===== src/common/led_dim_params.svh =====
// Register offsets, field positions, reset values and counts
`ifndef LED_DIM_PARAMS_SVH
`define LED_DIM_PARAMS_SVH

// ****************************************************
// Register offsets
// ****************************************************
`define REG_FAULT_STATUS 8'h00
`define REG_DEVICE_CONTROL 8'h01
`define REG_STRING_CURRENT_LEVEL 8'h02
`define REG_DUTY_CODE_UPPER 8'h03
`define REG_DUTY_CODE_LOWER 8'h04
`define REG_DIMMING_RATE_DIVIDER 8'h05
`define REG_LOOP_DIVIDER_HIGH 8'h06
`define REG_LOOP_DIVIDER_MID 8'h07
`define REG_LOOP_DIVIDER_LOW 8'h08

// ****************************************************
// Device control fields
// ****************************************************
`define CTL_WIN_HI 7
`define CTL_WIN_LO 6
`define CTL_HIGH_RATE 5
`define CTL_CHECK_EN 4
`define CTL_TRACK_EN 3
`define CTL_STAGGER 2
`define CTL_DUTY_SRC 1
`define CTL_DIM_SRC 0

// ****************************************************
// Reset values and constants
// ****************************************************
`define RST_DEVICE_CONTROL 8'hB5
`define RST_CURRENT_LEVEL 8'h1F
`define RST_DIVIDER_LOW 8'h08
`define RST_ZERO 8'h00
`define SLAVE_ADDR 7'h2F
`define BYTE_BITS 4'h8
`define LAST_BIT 4'h7
`define STEPS_SLOW 1024
`define PWM_LAST_SLOW 10'h3FF
`define PWM_LAST_FAST 10'h1FF

`endif


===== src/common/led_dim_pkg.sv =====
// Types shared by the dimming control block
package led_dim_pkg;
    typedef enum logic [3:0] {
        S_IDLE = 4'h0,
        S_ADDR = 4'h1,
        S_ACK_A = 4'h2,
        S_REG = 4'h3,
        S_ACK_R = 4'h4,
        S_WDATA = 4'h5,
        S_ACK_W = 4'h6,
        S_RDATA = 4'h7,
        S_RACK = 4'h8,
        S_DONE = 4'h9
    } i2c_state_t;

    typedef struct packed {
        logic boost_sync_present;
        logic pll_ready;
        logic string_short_flag;
        logic string_open_flag;
        logic video_sync_present;
        logic thermal_flag;
        logic overvoltage_flag;
    } fault_in_t;
endpackage : led_dim_pkg


===== src/rtl/led_dimming_control_regs.sv =====
// I2C register set and PWM dimming engine of the LED string driver
//
// Contract
// RULE_01 - Bit 7 shows boost sync detected
// RULE_02 - Bit 5 flags any shorted string
// RULE_03 - Bit 4 flags any open string
// RULE_04 - Bit 3 shows video sync detected
// RULE_05 - Bit 2 flags thermal shutdown
// RULE_06 - Bit 1 flags output over-voltage
// RULE_07 - Bit 0 is OR of faults
// RULE_08 - Saved duty replaced after two outside samples
// RULE_09 - High rate: 9-bit duty, 512 steps
// RULE_10 - Low rate: 10-bit duty, 1024 steps
// RULE_11 - Open/short checked only when enabled
// RULE_12 - Track enable makes PLL follow sync
// RULE_13 - Stagger phase-shifts strings, internal source only
// RULE_14 - Duty from pin or registers, internal only
// RULE_15 - Source 0 passes pin, 1 internal
// RULE_16 - Current level code drives current DAC
// RULE_17 - Ten-bit duty from upper and lower
// RULE_18 - Eighteen-bit loop divider goes to PLL
// RULE_19 - No address auto increment
// RULE_20 - I2C slave at seven-bit address 0x2F
// RULE_21 - Status register writes are ignored
`include "led_dim_params.svh"

module led_dimming_control_regs #(
    parameter int STRINGS = 4
) (
    input wire logic i_mclk,
    input wire logic i_sys_rst,
    input wire logic i_scl,
    input wire logic i_sda,
    output logic o_sda,
    output logic o_sda_oe_n,
    input wire logic i_duty_input_pin,
    input wire led_dim_pkg::fault_in_t i_faults,
    output logic [STRINGS-1:0] o_string_pwm,
    output logic [7:0] o_current_level_code,
    output logic [17:0] o_loop_divider,
    output logic o_pll_enable,
    output logic o_sync_track_enable
);
    // ****************************************************
    // Input synchronisers
    // ****************************************************
    localparam int NIN = 10;
    logic [NIN-1:0] in_vec, s1_reg, s2_reg, s3_reg, filt_reg;
    logic scl_d_reg, sda_d_reg;
    assign in_vec = {i_faults, i_duty_input_pin, i_sda, i_scl};

    // A bit only moves once stages two and three agree
    always_ff @(posedge i_mclk) begin
        if (i_sys_rst) begin
            // Stages start at the idle pin levels so no false edge follows
            s1_reg <= 10'h003;
            s2_reg <= 10'h003;
            s3_reg <= 10'h003;
            filt_reg <= 10'h003;
            scl_d_reg <= 1'b1;
            sda_d_reg <= 1'b1;
        end else begin
            s1_reg <= in_vec;
            s2_reg <= s1_reg;
            s3_reg <= s2_reg;
            filt_reg <= (s2_reg & s3_reg) | (filt_reg & (s2_reg | s3_reg));
            scl_d_reg <= filt_reg[0];
            sda_d_reg <= filt_reg[1];
        end
    end

    led_dim_pkg::fault_in_t flt;
    logic scl_f, sda_f, pin_f, scl_rise, scl_fall, start, stop;
    assign scl_f = filt_reg[0];
    assign sda_f = filt_reg[1];
    assign pin_f = filt_reg[2];
    assign flt = led_dim_pkg::fault_in_t'(filt_reg[NIN-1:3]);
    assign scl_rise = scl_f & ~scl_d_reg;
    assign scl_fall = ~scl_f & scl_d_reg;
    assign start = scl_f & scl_d_reg & sda_d_reg & ~sda_f;
    assign stop = scl_f & scl_d_reg & ~sda_d_reg & sda_f;

    // ****************************************************
    // Registers
    // ****************************************************
    logic [7:0] ctrl_reg, level_reg, duty_lo_reg, freq_reg;
    logic [7:0] div_mid_reg, div_lo_reg;
    logic [1:0] duty_hi_reg, div_hi_reg;
    logic [7:0] stat, rd_data, ptr_reg, sh_reg, tx_reg;
    logic short_g, open_g, wr_stb;
    led_dim_pkg::i2c_state_t state_reg;
    logic [3:0] cnt_reg;
    logic rw_reg;

    assign short_g = ctrl_reg[`CTL_CHECK_EN] & flt.string_short_flag; // [RULE_11]
    assign open_g = ctrl_reg[`CTL_CHECK_EN] & flt.string_open_flag; // [RULE_11]
    assign stat = {flt.boost_sync_present, // [RULE_01]
                   flt.pll_ready,
                   short_g, // [RULE_02]
                   open_g, // [RULE_03]
                   flt.video_sync_present, // [RULE_04]
                   flt.thermal_flag, // [RULE_05]
                   flt.overvoltage_flag, // [RULE_06]
                   short_g | open_g | flt.thermal_flag
                   | flt.overvoltage_flag}; // [RULE_07]

    // Unmapped offsets read as zero
    always_comb begin
        if (ptr_reg == `REG_FAULT_STATUS) begin
            rd_data = stat;
        end else if (ptr_reg == `REG_DEVICE_CONTROL) begin
            rd_data = ctrl_reg;
        end else if (ptr_reg == `REG_STRING_CURRENT_LEVEL) begin
            rd_data = level_reg;
        end else if (ptr_reg == `REG_DUTY_CODE_UPPER) begin
            rd_data = {6'h00, duty_hi_reg};
        end else if (ptr_reg == `REG_DUTY_CODE_LOWER) begin
            rd_data = duty_lo_reg;
        end else if (ptr_reg == `REG_DIMMING_RATE_DIVIDER) begin
            rd_data = freq_reg;
        end else if (ptr_reg == `REG_LOOP_DIVIDER_HIGH) begin
            rd_data = {6'h00, div_hi_reg};
        end else if (ptr_reg == `REG_LOOP_DIVIDER_MID) begin
            rd_data = div_mid_reg;
        end else if (ptr_reg == `REG_LOOP_DIVIDER_LOW) begin
            rd_data = div_lo_reg;
        end else begin
            rd_data = 8'h00;
        end
    end

    assign wr_stb = scl_fall && state_reg == led_dim_pkg::S_WDATA
                    && cnt_reg == `BYTE_BITS;

    // Status offset has no write branch: writes there fall away
    always_ff @(posedge i_mclk) begin
        if (i_sys_rst) begin
            ctrl_reg <= `RST_DEVICE_CONTROL;
            level_reg <= `RST_CURRENT_LEVEL;
            duty_hi_reg <= 2'h0;
            duty_lo_reg <= `RST_ZERO;
            freq_reg <= `RST_ZERO;
            div_hi_reg <= 2'h0;
            div_mid_reg <= `RST_ZERO;
            div_lo_reg <= `RST_DIVIDER_LOW;
        end else if (wr_stb) begin // [RULE_21]
            if (ptr_reg == `REG_DEVICE_CONTROL) begin
                ctrl_reg <= sh_reg;
            end else if (ptr_reg == `REG_STRING_CURRENT_LEVEL) begin
                level_reg <= sh_reg;
            end else if (ptr_reg == `REG_DUTY_CODE_UPPER) begin
                duty_hi_reg <= sh_reg[1:0];
            end else if (ptr_reg == `REG_DUTY_CODE_LOWER) begin
                duty_lo_reg <= sh_reg;
            end else if (ptr_reg == `REG_DIMMING_RATE_DIVIDER) begin
                freq_reg <= sh_reg;
            end else if (ptr_reg == `REG_LOOP_DIVIDER_HIGH) begin
                div_hi_reg <= sh_reg[1:0];
            end else if (ptr_reg == `REG_LOOP_DIVIDER_MID) begin
                div_mid_reg <= sh_reg;
            end else if (ptr_reg == `REG_LOOP_DIVIDER_LOW) begin
                div_lo_reg <= sh_reg;
            end
        end
    end

    // ****************************************************
    // I2C slave
    // ****************************************************
    // One register per transfer; the pointer never advances
    always_ff @(posedge i_mclk) begin
        if (i_sys_rst) begin
            state_reg <= led_dim_pkg::S_IDLE;
            cnt_reg <= 4'h0;
            sh_reg <= 8'h00;
            tx_reg <= 8'h00;
            ptr_reg <= 8'h00;
            rw_reg <= 1'b0;
            o_sda_oe_n <= 1'b1;
        end else if (start) begin
            state_reg <= led_dim_pkg::S_ADDR;
            cnt_reg <= 4'h0;
            o_sda_oe_n <= 1'b1;
        end else if (stop) begin
            state_reg <= led_dim_pkg::S_IDLE;
            o_sda_oe_n <= 1'b1;
        end else if (scl_rise) begin
            if (state_reg == led_dim_pkg::S_ADDR
                || state_reg == led_dim_pkg::S_REG
                || state_reg == led_dim_pkg::S_WDATA) begin
                sh_reg <= {sh_reg[6:0], sda_f};
                cnt_reg <= cnt_reg + 4'h1;
            end else if (state_reg == led_dim_pkg::S_RACK) begin
                state_reg <= led_dim_pkg::S_DONE;
            end
        end else if (scl_fall) begin
            case (state_reg)
                led_dim_pkg::S_ADDR: begin
                    if (cnt_reg == `BYTE_BITS) begin
                        if (sh_reg[7:1] == `SLAVE_ADDR) begin // [RULE_20]
                            rw_reg <= sh_reg[0];
                            o_sda_oe_n <= 1'b0;
                            state_reg <= led_dim_pkg::S_ACK_A;
                        end else begin
                            state_reg <= led_dim_pkg::S_DONE;
                        end
                    end
                end
                led_dim_pkg::S_ACK_A: begin
                    cnt_reg <= 4'h0;
                    if (rw_reg) begin
                        o_sda_oe_n <= rd_data[7];
                        tx_reg <= {rd_data[6:0], 1'b0};
                        state_reg <= led_dim_pkg::S_RDATA;
                    end else begin
                        o_sda_oe_n <= 1'b1;
                        state_reg <= led_dim_pkg::S_REG;
                    end
                end
                led_dim_pkg::S_REG: begin
                    if (cnt_reg == `BYTE_BITS) begin
                        ptr_reg <= sh_reg; // [RULE_19]
                        o_sda_oe_n <= 1'b0;
                        state_reg <= led_dim_pkg::S_ACK_R;
                    end
                end
                led_dim_pkg::S_ACK_R: begin
                    cnt_reg <= 4'h0;
                    o_sda_oe_n <= 1'b1;
                    state_reg <= led_dim_pkg::S_WDATA;
                end
                led_dim_pkg::S_WDATA: begin
                    if (cnt_reg == `BYTE_BITS) begin
                        o_sda_oe_n <= 1'b0;
                        state_reg <= led_dim_pkg::S_ACK_W;
                    end
                end
                led_dim_pkg::S_ACK_W: begin
                    o_sda_oe_n <= 1'b1;
                    state_reg <= led_dim_pkg::S_DONE; // [RULE_19]
                end
                led_dim_pkg::S_RDATA: begin
                    cnt_reg <= cnt_reg + 4'h1;
                    if (cnt_reg == `LAST_BIT) begin
                        o_sda_oe_n <= 1'b1;
                        state_reg <= led_dim_pkg::S_RACK;
                    end else begin
                        o_sda_oe_n <= tx_reg[7];
                        tx_reg <= {tx_reg[6:0], 1'b0};
                    end
                end
                default: begin
                end
            endcase
        end
    end

    // ****************************************************
    // PWM engine
    // ****************************************************
    logic [7:0] pre_reg;
    logic [9:0] pos_reg, hi_reg, saved_reg, last, meas_diff, duty_sel;
    logic [9:0] duty_eff;
    logic miss_reg, tick, wrap, fast, outside, upd;
    logic [STRINGS-1:0] pwm_next;

    assign fast = ctrl_reg[`CTL_HIGH_RATE];
    assign last = fast ? `PWM_LAST_FAST : `PWM_LAST_SLOW; // [RULE_09] [RULE_10]
    assign tick = pre_reg == freq_reg;
    assign wrap = tick && pos_reg >= last;
    assign meas_diff = hi_reg > saved_reg ? hi_reg - saved_reg
                                          : saved_reg - hi_reg;
    assign outside = meas_diff > {8'h00, ctrl_reg[`CTL_WIN_HI:`CTL_WIN_LO]};
    assign upd = wrap && outside && miss_reg; // [RULE_08]
    assign duty_sel = ctrl_reg[`CTL_DUTY_SRC] // [RULE_14]
                      ? {duty_hi_reg, duty_lo_reg} : saved_reg; // [RULE_17]
    assign duty_eff = fast ? {1'b0, duty_sel[8:0]} : duty_sel; // [RULE_09]

    // Period is (divider + 1) clocks per step times 512 or 1024 steps
    always_ff @(posedge i_mclk) begin
        if (i_sys_rst) begin
            pre_reg <= 8'h00;
            pos_reg <= 10'h000;
            hi_reg <= 10'h000;
            saved_reg <= 10'h000;
            miss_reg <= 1'b0;
        end else begin
            pre_reg <= tick ? 8'h00 : pre_reg + 8'h01;
            if (wrap) begin
                pos_reg <= 10'h000;
                hi_reg <= 10'h000;
                saved_reg <= upd ? hi_reg : saved_reg; // [RULE_08]
                miss_reg <= outside && !miss_reg;
            end else if (tick) begin
                pos_reg <= pos_reg + 10'h001;
                hi_reg <= hi_reg + {9'h000, pin_f};
            end
        end
    end

    // Full-scale code holds the string on for the whole period
    genvar k;
    generate
        for (k = 0; k < STRINGS; k++) begin : g_str
            localparam logic [10:0] OFS_S = 11'(k * `STEPS_SLOW / STRINGS);
            logic [10:0] sum, ofs;
            logic [9:0] ph;
            assign ofs = !ctrl_reg[`CTL_STAGGER] ? 11'h000 // [RULE_13]
                         : fast ? {1'b0, OFS_S[10:1]} : OFS_S;
            assign sum = {1'b0, pos_reg} + ofs;
            assign ph = sum > {1'b0, last} ? 10'(sum - {1'b0, last} - 11'h001)
                                           : sum[9:0];
            assign pwm_next[k] = ctrl_reg[`CTL_DIM_SRC] // [RULE_15]
                                 ? (ph < duty_eff || duty_eff == last)
                                 : pin_f;
        end
    endgenerate

    always_ff @(posedge i_mclk) begin
        if (i_sys_rst) begin
            o_string_pwm <= '0;
            o_current_level_code <= `RST_CURRENT_LEVEL;
            o_loop_divider <= 18'h00008;
            o_pll_enable <= 1'b0;
            o_sync_track_enable <= 1'b0;
            o_sda <= 1'b0;
        end else begin
            o_string_pwm <= pwm_next;
            o_current_level_code <= level_reg; // [RULE_16]
            o_loop_divider <= {div_hi_reg, div_mid_reg, div_lo_reg}; // [RULE_18]
            o_pll_enable <= ctrl_reg[`CTL_DIM_SRC]; // [RULE_15]
            o_sync_track_enable <= ctrl_reg[`CTL_TRACK_EN]; // [RULE_12]
            o_sda <= 1'b0;
        end
    end
endmodule : led_dimming_control_regs


===== config.mk =====
export PLATFORM = sky130hd
export DESIGN_NAME = led_dimming_control_regs
export DESIGN_NICKNAME = d
export VERILOG_FILES = /design/src/common/led_dim_pkg.sv /design/src/rtl/led_dimming_control_regs.sv
export VERILOG_INCLUDE_DIRS = /design/src /design/src/common
export SDC_FILE = /design/constraint.sdc
export NUM_CORES = 1
export LEC_CHECK = 0
export ABC_AREA = 0
export BUFFER_PORTS_ARGS = -buffer_cell sky130_fd_sc_hd__buf_2
export CORE_MARGIN = 8
export CORE_UTILIZATION = 32
export CTS_CLUSTER_SIZE = 24
export DETAILED_ROUTE_END_ITERATION = 6
export SLEW_MARGIN = 20
export SYNTH_ARGS = -nofsm -noshare
export SYNTH_HDL_FRONTEND = slang
export SYNTH_SLANG_ARGS = --single-unit

===== constraint.sdc =====
create_clock -name i_mclk -period 4.55 [get_ports i_mclk]
set_input_delay 0.455 -clock i_mclk [delete_from_list [all_inputs] [get_ports i_mclk]]
set_output_delay 0.455 -clock i_mclk [all_outputs]
set_load 0.01 [all_outputs]

==> impl_results.md, run 1 <==
* Antenna violations before repair at 1
* Switch Pwr at 0.829 mW
* CP Capture Type: flip-flop
* Post_cts resized at 0
* Final Hold Viols at 0
* CP top delay family: compound AO/OA/AOI/OAI gates
* Met3 Usage GRT at 0.0236
* Async set-or-reset flop fraction in the synthesized netlist at 0
* Reg2Reg Depth at 13
* Power per cell area at 304 nW/um^2
* GR Util met2 at 0.202
* Longest Clk Path Bufs at 2
* Max-cap violations at 0
* VDD IR max at 0.184 mV
* Dpl hpwl at 17,200 um
* Setup Fix Bufs, Post-CTS at 0
* Fin area at between 10,000 and 15,000 um^2
* Largest net degree at the start of global routing at 84
* Cell Chain, Critical Path: inv_1 > ha_1 > nand4_2 > or3_4 > o211ai_4 > mux2_2 > ha_1 > nor2b_1 > o21ai_0 > o211ai_1 > nor4_4 > a311oi_4 > mux2i_1
* Clk pin slew, worst setup/hold paths at around 0.080 ns
* Met1 usage at 0.185
* Clock Sink Count at 198
* Fin nets at 1,208
* Part of the power in the clock network at 0.457
* Slew margin rel. at 0.385
* # port buffers at 44
* Hold_buf cts at 0
* Syn Inst Count at 1,133
* TritonCTS clock tree: built
* Yosys top cell area share at 0.401
* Worst hold path class: in -> reg
* Distinct cells, synth at 77
* Reg power frac at 0.523
* Critical path type: reg -> reg
* Clock root buffer: clkbuf_16
* Main synth FF type: dfxtp_1
* Worst Path Buf+Inv at 1
* Wire per inst at 15.4 um
* Routed vias/inst at approximately 5.0
* Tmin final at 4.13 ns
* DR iter-0 viols at 586
* Worst-margin pin slew at 0.921 ns
* Final GP Congestion at 0.862
* Setup Skew at 0.0143 ns
* Number of global-route vias before repair at between 7,000 and 8,000
* Skew-Pair Late Insertion Delay at 0.44 ns
* Critical-path top delay cell: a311oi_4
* DR pass1 iterations at 5
* Crit-path most repeated cell: ha_1
* Routed WL at approximately 24,000 um
* Mapped Nets at around 1,200
* H-tree lvl count at 4
* Place WS at 0.420 ns
* DRC Markers at 0
* FMAX at 242 MHz
* Pint at 2.53 mW
* Sequential share of the synthesized area at 0.401
* Tcrit/Tclk final at 0.909
* Largest register by flop count: o_loop_divider
* Cell Rows at 64
* Status: completed
* Core Area at 30,500 um^2
* Area Overhead vs Synth at 11.7%
* LEAKAGE at 4.26 nW
* Syn Area/Cell at between 8 and 9 um^2
* WP data required at 4.92 ns
* GRT Max-Usage Layer: met2
* Filler cells at 3,072
* Layout cells sized above 1 at 0.116
* Via Count at 7,739
* Ports at 46
* Max FFs per register at 18
* Critical Path AT at around 4.5 ns
* Count of pins over their slew limit at 0
* Total grt overflow at 0
* Hold path depth at 2
* Mapped Area at 9880 um^2
* RSZ-0062 raised after global routing: no
* Sw Ratio at 0.247
* Slowest cell delay on critical path at 0.74 ns
* Largest cells by area after synthesis: dfxtp_1 (40%), ha_1 (7.0%), mux2i_1 (6.2%)
* Synthesis-stage register bit count at 198
* Die W at 192 um
* Yosys top cell by area: dfxtp_1
* Die height at 192 um
* First-pass GRT wire length at between 30,000 and 40,000 um
* Initial core utilization at 0.324
* Final setup fails at 0
* Final TNS setup at 0 ns
* EDFF count, synth at 0
* Worst Setup Start Kind: flip-flop
* CTS Buf Count at 17
* All-layer global routing usage at 0.132
* Placed cell area at between 10,000 and 15,000 um^2
* Fin worst setup slack at 0.416 ns
* Detail Route Antenna Nets at 0
* Die ar. at approximately 37,000 um^2
* Stages on worst setup path at 13
* Syn. warnings at 0
* Combinational power share at 0.020
* Critical Path Fanout Max at 11
per-layer routing:
layer | routed length, um | vias to the layer above
met1 | 11700 | 3598
met5 | 13 | -
met2 | 10500 | 186
met3 | 1250 | 33
met4 | 422 | 2
li1 | - | 3920
worst reg2reg max path, cell delays in order (launching register included):
cell and delay (ns):
dfxtp_1 0.45, inv_1 0.09, ha_1 0.52, nand4_2 0.23, or3_4 0.46, o211ai_4 0.20, mux2_2 0.40, ha_1 0.29
nor2b_1 0.12, o21ai_0 0.08, o211ai_1 0.15, nor4_4 0.07, a311oi_4 0.74, mux2i_1 0.26
power groups by stage:
| stage | combinational [mW] | sequential (mW) | clock, mW |
|---|---|---|---|
| floorplan | 0.0500 | 1.79 | 0 |
| global placement | 0.0674 | 1.79 | 0 |
| detailed placement | 0.0688 | 1.79 | 0 |
| CTS | 0.0688 | 1.75 | 1.58 |
| global route | 0.0758 | 1.76 | 1.65 |
| finish | 0.0674 | 1.75 | 1.53 |
logic make-up after synthesis:
kind of cell / after synthesis / synth area share
multiplexers: 74 / 0.0778
flip-flops: 198 / 0.401
XOR/XNOR: 42 / 0.0372
other: 1 / 0.000380
AND/OR/NAND/NOR: 444 / 0.230
adder cells (fa/ha/maj): 60 / 0.0778
AO/OA/AOI/OAI: 206 / 0.133
buffers and inverters: 108 / 0.0434
path summary, 6_finish.rpt:
path	end	slack, ns	from
setup reg to reg	saved_reg[4]	0.42	hi_reg[5]
hold / removal	s1_reg[0]	0.20	i_scl
hold reg to reg	s2_reg[1]	0.41	s1_reg[1]
setup / recovery	saved_reg[4]	0.42	hi_reg[5]
layout make-up:
type                            count  area [um^2]  area share
Multi-Input combinational cell    827         5510       0.499
Sequential cell                   198         3960       0.359
Tap cell                          396          495      0.0449
Clock buffer                       17          425      0.0385
Timing Repair Buffer               54          298      0.0270
Clock inverter                     15          198      0.0179
Inverter                           40          150      0.0136
Antenna cell                        1         2.50    0.000227
stage by stage:
stage          std cells  power [mW]   util  hold slack [ns]
2_1_floorplan       1133        1.84      -            0.389
3_3_place_gp        1515        1.86  0.341            0.392
3_5_place_dp        1515        1.86  0.341            0.398
4_1_cts             1547        3.40  0.362            0.184
5_1_grt             1547        3.48  0.362            0.186
6_report            1548        3.36  0.362            0.198
cell usage after synthesis, drive strengths merged (9+ instances only):
cell type  instances
nand3             44
nand2b            27
nor2             116
mux2              12
mux2i             61
o21ai             37
ha                55
a21o               9
nand4             11
nand2             90
xnor2             27
nor2b             57
inv               40
a211o              9
nor3              22
xor2              15
and3              20
dfxtp            198
a21oi             87
a211oi             9
or2               19
clkbuf            60
placed cells by master (no fill, tap or decap), drive strengths merged, types with 5 or more instances in the layout:
cell type,Yosys,routed
mux2i,61,61
dfxtp,198,198
a31oi,6,6
nor2b,57,57
clkbuf,60,17
o211ai,7,7
o21ai,37,37
mux2,12,12
xor2,15,15
nand4,11,11
o21bai,5,5
ha,55,55
nor2,116,116
a21oi,87,87
and3,20,20
a22oi,6,6
a211o,9,9
nand2b,27,27
or2,19,19
inv,40,47
buf,8,54
xnor2,27,27
a21o,9,9
nand3,44,44
clkinv,0,7
and2,5,5
a211oi,9,9
nand2,90,90
nor3,22,22
nand3b,6,6
Power figures use the tool's default switching activity.
==> inputs of run 2 (changes only) <==
--- a/config.mk
+++ b/config.mk
@@ -6,7 +6,7 @@
 export SDC_FILE = /design/constraint.sdc
 export NUM_CORES = 1
 export LEC_CHECK = 0
-export ABC_AREA = 0
+export ABC_AREA = 1
 export BUFFER_PORTS_ARGS = -buffer_cell sky130_fd_sc_hd__buf_2
 export CORE_MARGIN = 8
 export CORE_UTILIZATION = 32
==> impl_results.md, run 2 <==
* Area Overhead vs Synth at 11.1%
* Crit path launch: ctrl_reg[5]
* CP top delay family: simple AND/OR/NAND/NOR gates
* TritonCTS clock tree: built
* WP data required at 4.88 ns (-0.04 ns)
* Clock root buffer: clkbuf_16
* Top-count cell post-synth: nand2_1
* Max FFs per register at 18 (unchanged)
* Setup Fix Bufs, Post-CTS at 0 (unchanged)
* Syn Inst Count at 1,383 (+22%)
* Most common cell after layout, fill and taps aside: nand2_1
* Status: completed
* Power per cell area at 294 nW/um^2 (-3.1%)
* Total grt overflow at 0 (unchanged)
* Antenna violations before repair at 0 (-1)
* Register Area at 3960 um^2 (unchanged)
* Syn Area/Cell at 7.24 um^2 (-17%)
* LEAKAGE at 5.06 nW (+19%)
* # port buffers at 44 (unchanged)
* Largest register by flop count: o_loop_divider
* Syn. warnings at 0 (unchanged)
* Yosys top cell by area: dfxtp_1
* Ports at 46 (unchanged)
* Longest Clk Path Bufs at 2 (unchanged)
* Yosys top cell area share at 0.396 (-0.00541)
* Setup Skew at 0.0133 ns (-0.00101 ns)
* DR pass1 iterations at 5 (unchanged)
* Dpl hpwl at 19,400 um (+13%)
* Hold_buf cts at 0 (unchanged)
* All-layer global routing usage at 0.140 (+0.00776)
* Final Hold Viols at 0 (unchanged)
* Cell Chain, Critical Path: inv_1 > nand2_1 > nand2_1 > nand2_1 > inv_1 > ha_1 > or2_2 > xor2_1 > ha_1 > nand2_1 > nor2_1 > o22ai_1 > nand2_1 > mux2_2 > ha_1 > inv_1 > nor3_1 > nand4_1 > o21ai_0 > nand2_1 > nand2_1 > nand2_1
* Slowest cell delay on critical path at 0.56 ns (-0.18 ns)
* Die W at 193 um (+0.62%)
* First-pass GRT wire length at 42,400 um (+7.5%)
* Mapped Nets at 1,453 (+21%)
* Synth top cells by count: nand2_1 (235), inv_1 (207), dfxtp_1 (198), nor2_1 (158), a21oi_1 (134)
* H-tree lvl count at 4 (unchanged)
* Initial core utilization at 0.327 (+0.00271)
* Placed cell area at 10,600 um^2 (+1.4%)
* DR iter-0 viols at 602 (+2.7%)
* Critical Path Fanout Max at 9 (-2)
* Synthesis-stage register bit count at 198 (unchanged)
* Final TNS setup at 0 ns (unchanged)
* FMAX at 268 MHz (+11%)
* Most frequent cells in the layout: nand2_1 (235), inv_1 (206), dfxtp_1 (198)
* Worst Setup Start Kind: flip-flop
* Largest net degree at the start of global routing at 76 (-9.5%)
* Routed WL at 25,700 um (+7.7%)
* Worst hold path class: in -> reg
* Final setup fails at 0 (unchanged)
* Sequential share of the synthesized area at 0.396 (-0.00541)
* Detail Route Antenna Nets at 0 (unchanged)
* Crit-path most repeated cell: nand2_1
* Die height at 193 um (+0.62%)
* Worst-margin pin slew at 0.852 ns (-0.0687 ns)
* VDD IR max at 0.226 mV (+23%)
* DRC Markers at 0 (unchanged)
* Clock Sink Count at 198 (unchanged)
* Final GP Congestion at 0.896 (+4.0%)
* Clk pin slew, worst setup/hold paths at 0.08 ns (about the same)
* Slew margin rel. at 0.430 (+0.0450)
* Antenna diodes at 0 (-1)
* Via Count at 8,789 (+14%)
* CP Capture Type: flip-flop
* Fin nets at 1,483 (+23%)
* Distinct cells, synth at 46 (-40%)
* Hold path start: i_scl
* Post_cts resized at 0 (unchanged)
* Main synth FF type: dfxtp_1
* Multi-input logic area at 5050 um^2 (-8.3%)
* Worst Path Buf+Inv at 3 (+2)
* Skew-Pair Late Insertion Delay at 0.43 ns (about the same)
* Tmin final at 3.73 ns (-0.401 ns)
* Critical-path top delay cell: dfxtp_1
* Count of pins over their slew limit at 0 (unchanged)
* Flop2flop setup slack at 0.82 ns (+0.40 ns)
* Routed vias/inst at 4.82 (-3.5%)
* Tcrit/Tclk final at 0.820 (-0.0881)
* Layout cells sized above 1 at 0.102 (-0.0139)
* EDFF count, synth at 0 (unchanged)
* Crit Reg-Reg Startpoint: ctrl_reg[5]
* Number of global-route vias before repair at 8,380 (+13%)
* Core Area at 30,700 um^2 (+0.52%)
* Max-cap violations at 0 (unchanged)
* Filler cells at 3,233 (+5.2%)
* Critical Path AT at 4.06 ns (-0.44 ns)
* Fin area at 11,100 um^2 (+0.78%)
* Critical path type: reg -> reg
* Wire per inst at 14.1 um (-8.5%)
* Mapped Area at 10,000 um^2 (+1.4%)
* Async set-or-reset flop fraction in the synthesized netlist at 0 (unchanged)
* RSZ-0062 raised after global routing: no
* Largest cells by area after synthesis: dfxtp_1 (40%), nand2_1 (8.8%), inv_1 (7.8%)
* CTS Buf Count at 17 (unchanged)
* Die ar. at 37,200 um^2 (+1.3%)
* Cell Rows at 64 (unchanged)
==> run 2: worst register-to-register path, cell delays in order (launching register included) <==
cell and delay, ns:
dfxtp_1 0.56, inv_1 0.13, nand2_1 0.13, nand2_1 0.08, nand2_1 0.07, inv_1 0.04, ha_1 0.18, or2_2 0.30
xor2_1 0.16, ha_1 0.30, nand2_1 0.07, nor2_1 0.10, o22ai_1 0.07, nand2_1 0.06, mux2_2 0.33, ha_1 0.30
inv_1 0.06, nor3_1 0.23, nand4_1 0.11, o21ai_0 0.17, nand2_1 0.07, nand2_1 0.08, nand2_1 0.05
==> run 2: routing by layer <==
| metal | global-route usage | share of wire | wire length, um | vias to the layer above |
|---|---|---|---|---|
| li1 | - | - | - | 4572 |
| met1 | 0.183 | 0.48 | 12400 | 4023 |
| met2 | 0.237 | 0.47 | 12100 | 163 |
| met3 | 0.0190 | 0.030 | 759 | 31 |
| met4 | 0.0408 | 0.016 | 422 | 0 |
| met5 | 0 | 0 | 0 | - |
==> run 2: path summary, 6_finish.rpt <==
kind / to / cells after the start
hold reg to reg: s2_reg[5] / 2
hold / removal: s1_reg[0] / 2
setup reg to reg: o_string_pwm[1] / 22
setup / recovery: o_string_pwm[1] / 22
==> run 2: power breakdown <==
group / switching [mW] / internal (mW)
Clock: 0.728 / 0.728
Combinational: 0.0463 / 0.0204
Sequential: 0.00766 / 1.75
Total: 0.782 / 2.49
==> run 2: cells by family after synthesis <==
logic type,share of synthesized area
buffers and inverters,0.100
xor gates and xnor gates,0.0175
AOI/OAI and AO/OA,0.159
muxes,0.00337
other,0.000374
DFF,0.396
and+or+nand+nor,0.249
adders and majority gates,0.0747
==> run 2: stage by stage <==
step	utilization	setup slack (ns)	instances	hold WS, ns	power (mW)
after floorplan	-	1.21	1383	0.388	1.84
after global placement	0.344	0.922	1790	0.389	1.86
after detailed placement	0.344	0.858	1790	0.394	1.86
after CTS	0.363	0.836	1822	0.182	3.31
after global routing	0.363	0.451	1822	0.189	3.40
final	0.363	0.817	1822	0.196	3.28
==> run 2: area by class of cell <==
cell class                 instances  area share
clock inverter                    15      0.0123
timing repair buffer              49      0.0232
clock buffer                      17      0.0382
sequential                       198       0.356
inverter                         213      0.0719
multi-input combinational        934       0.454
tap                              396      0.0445
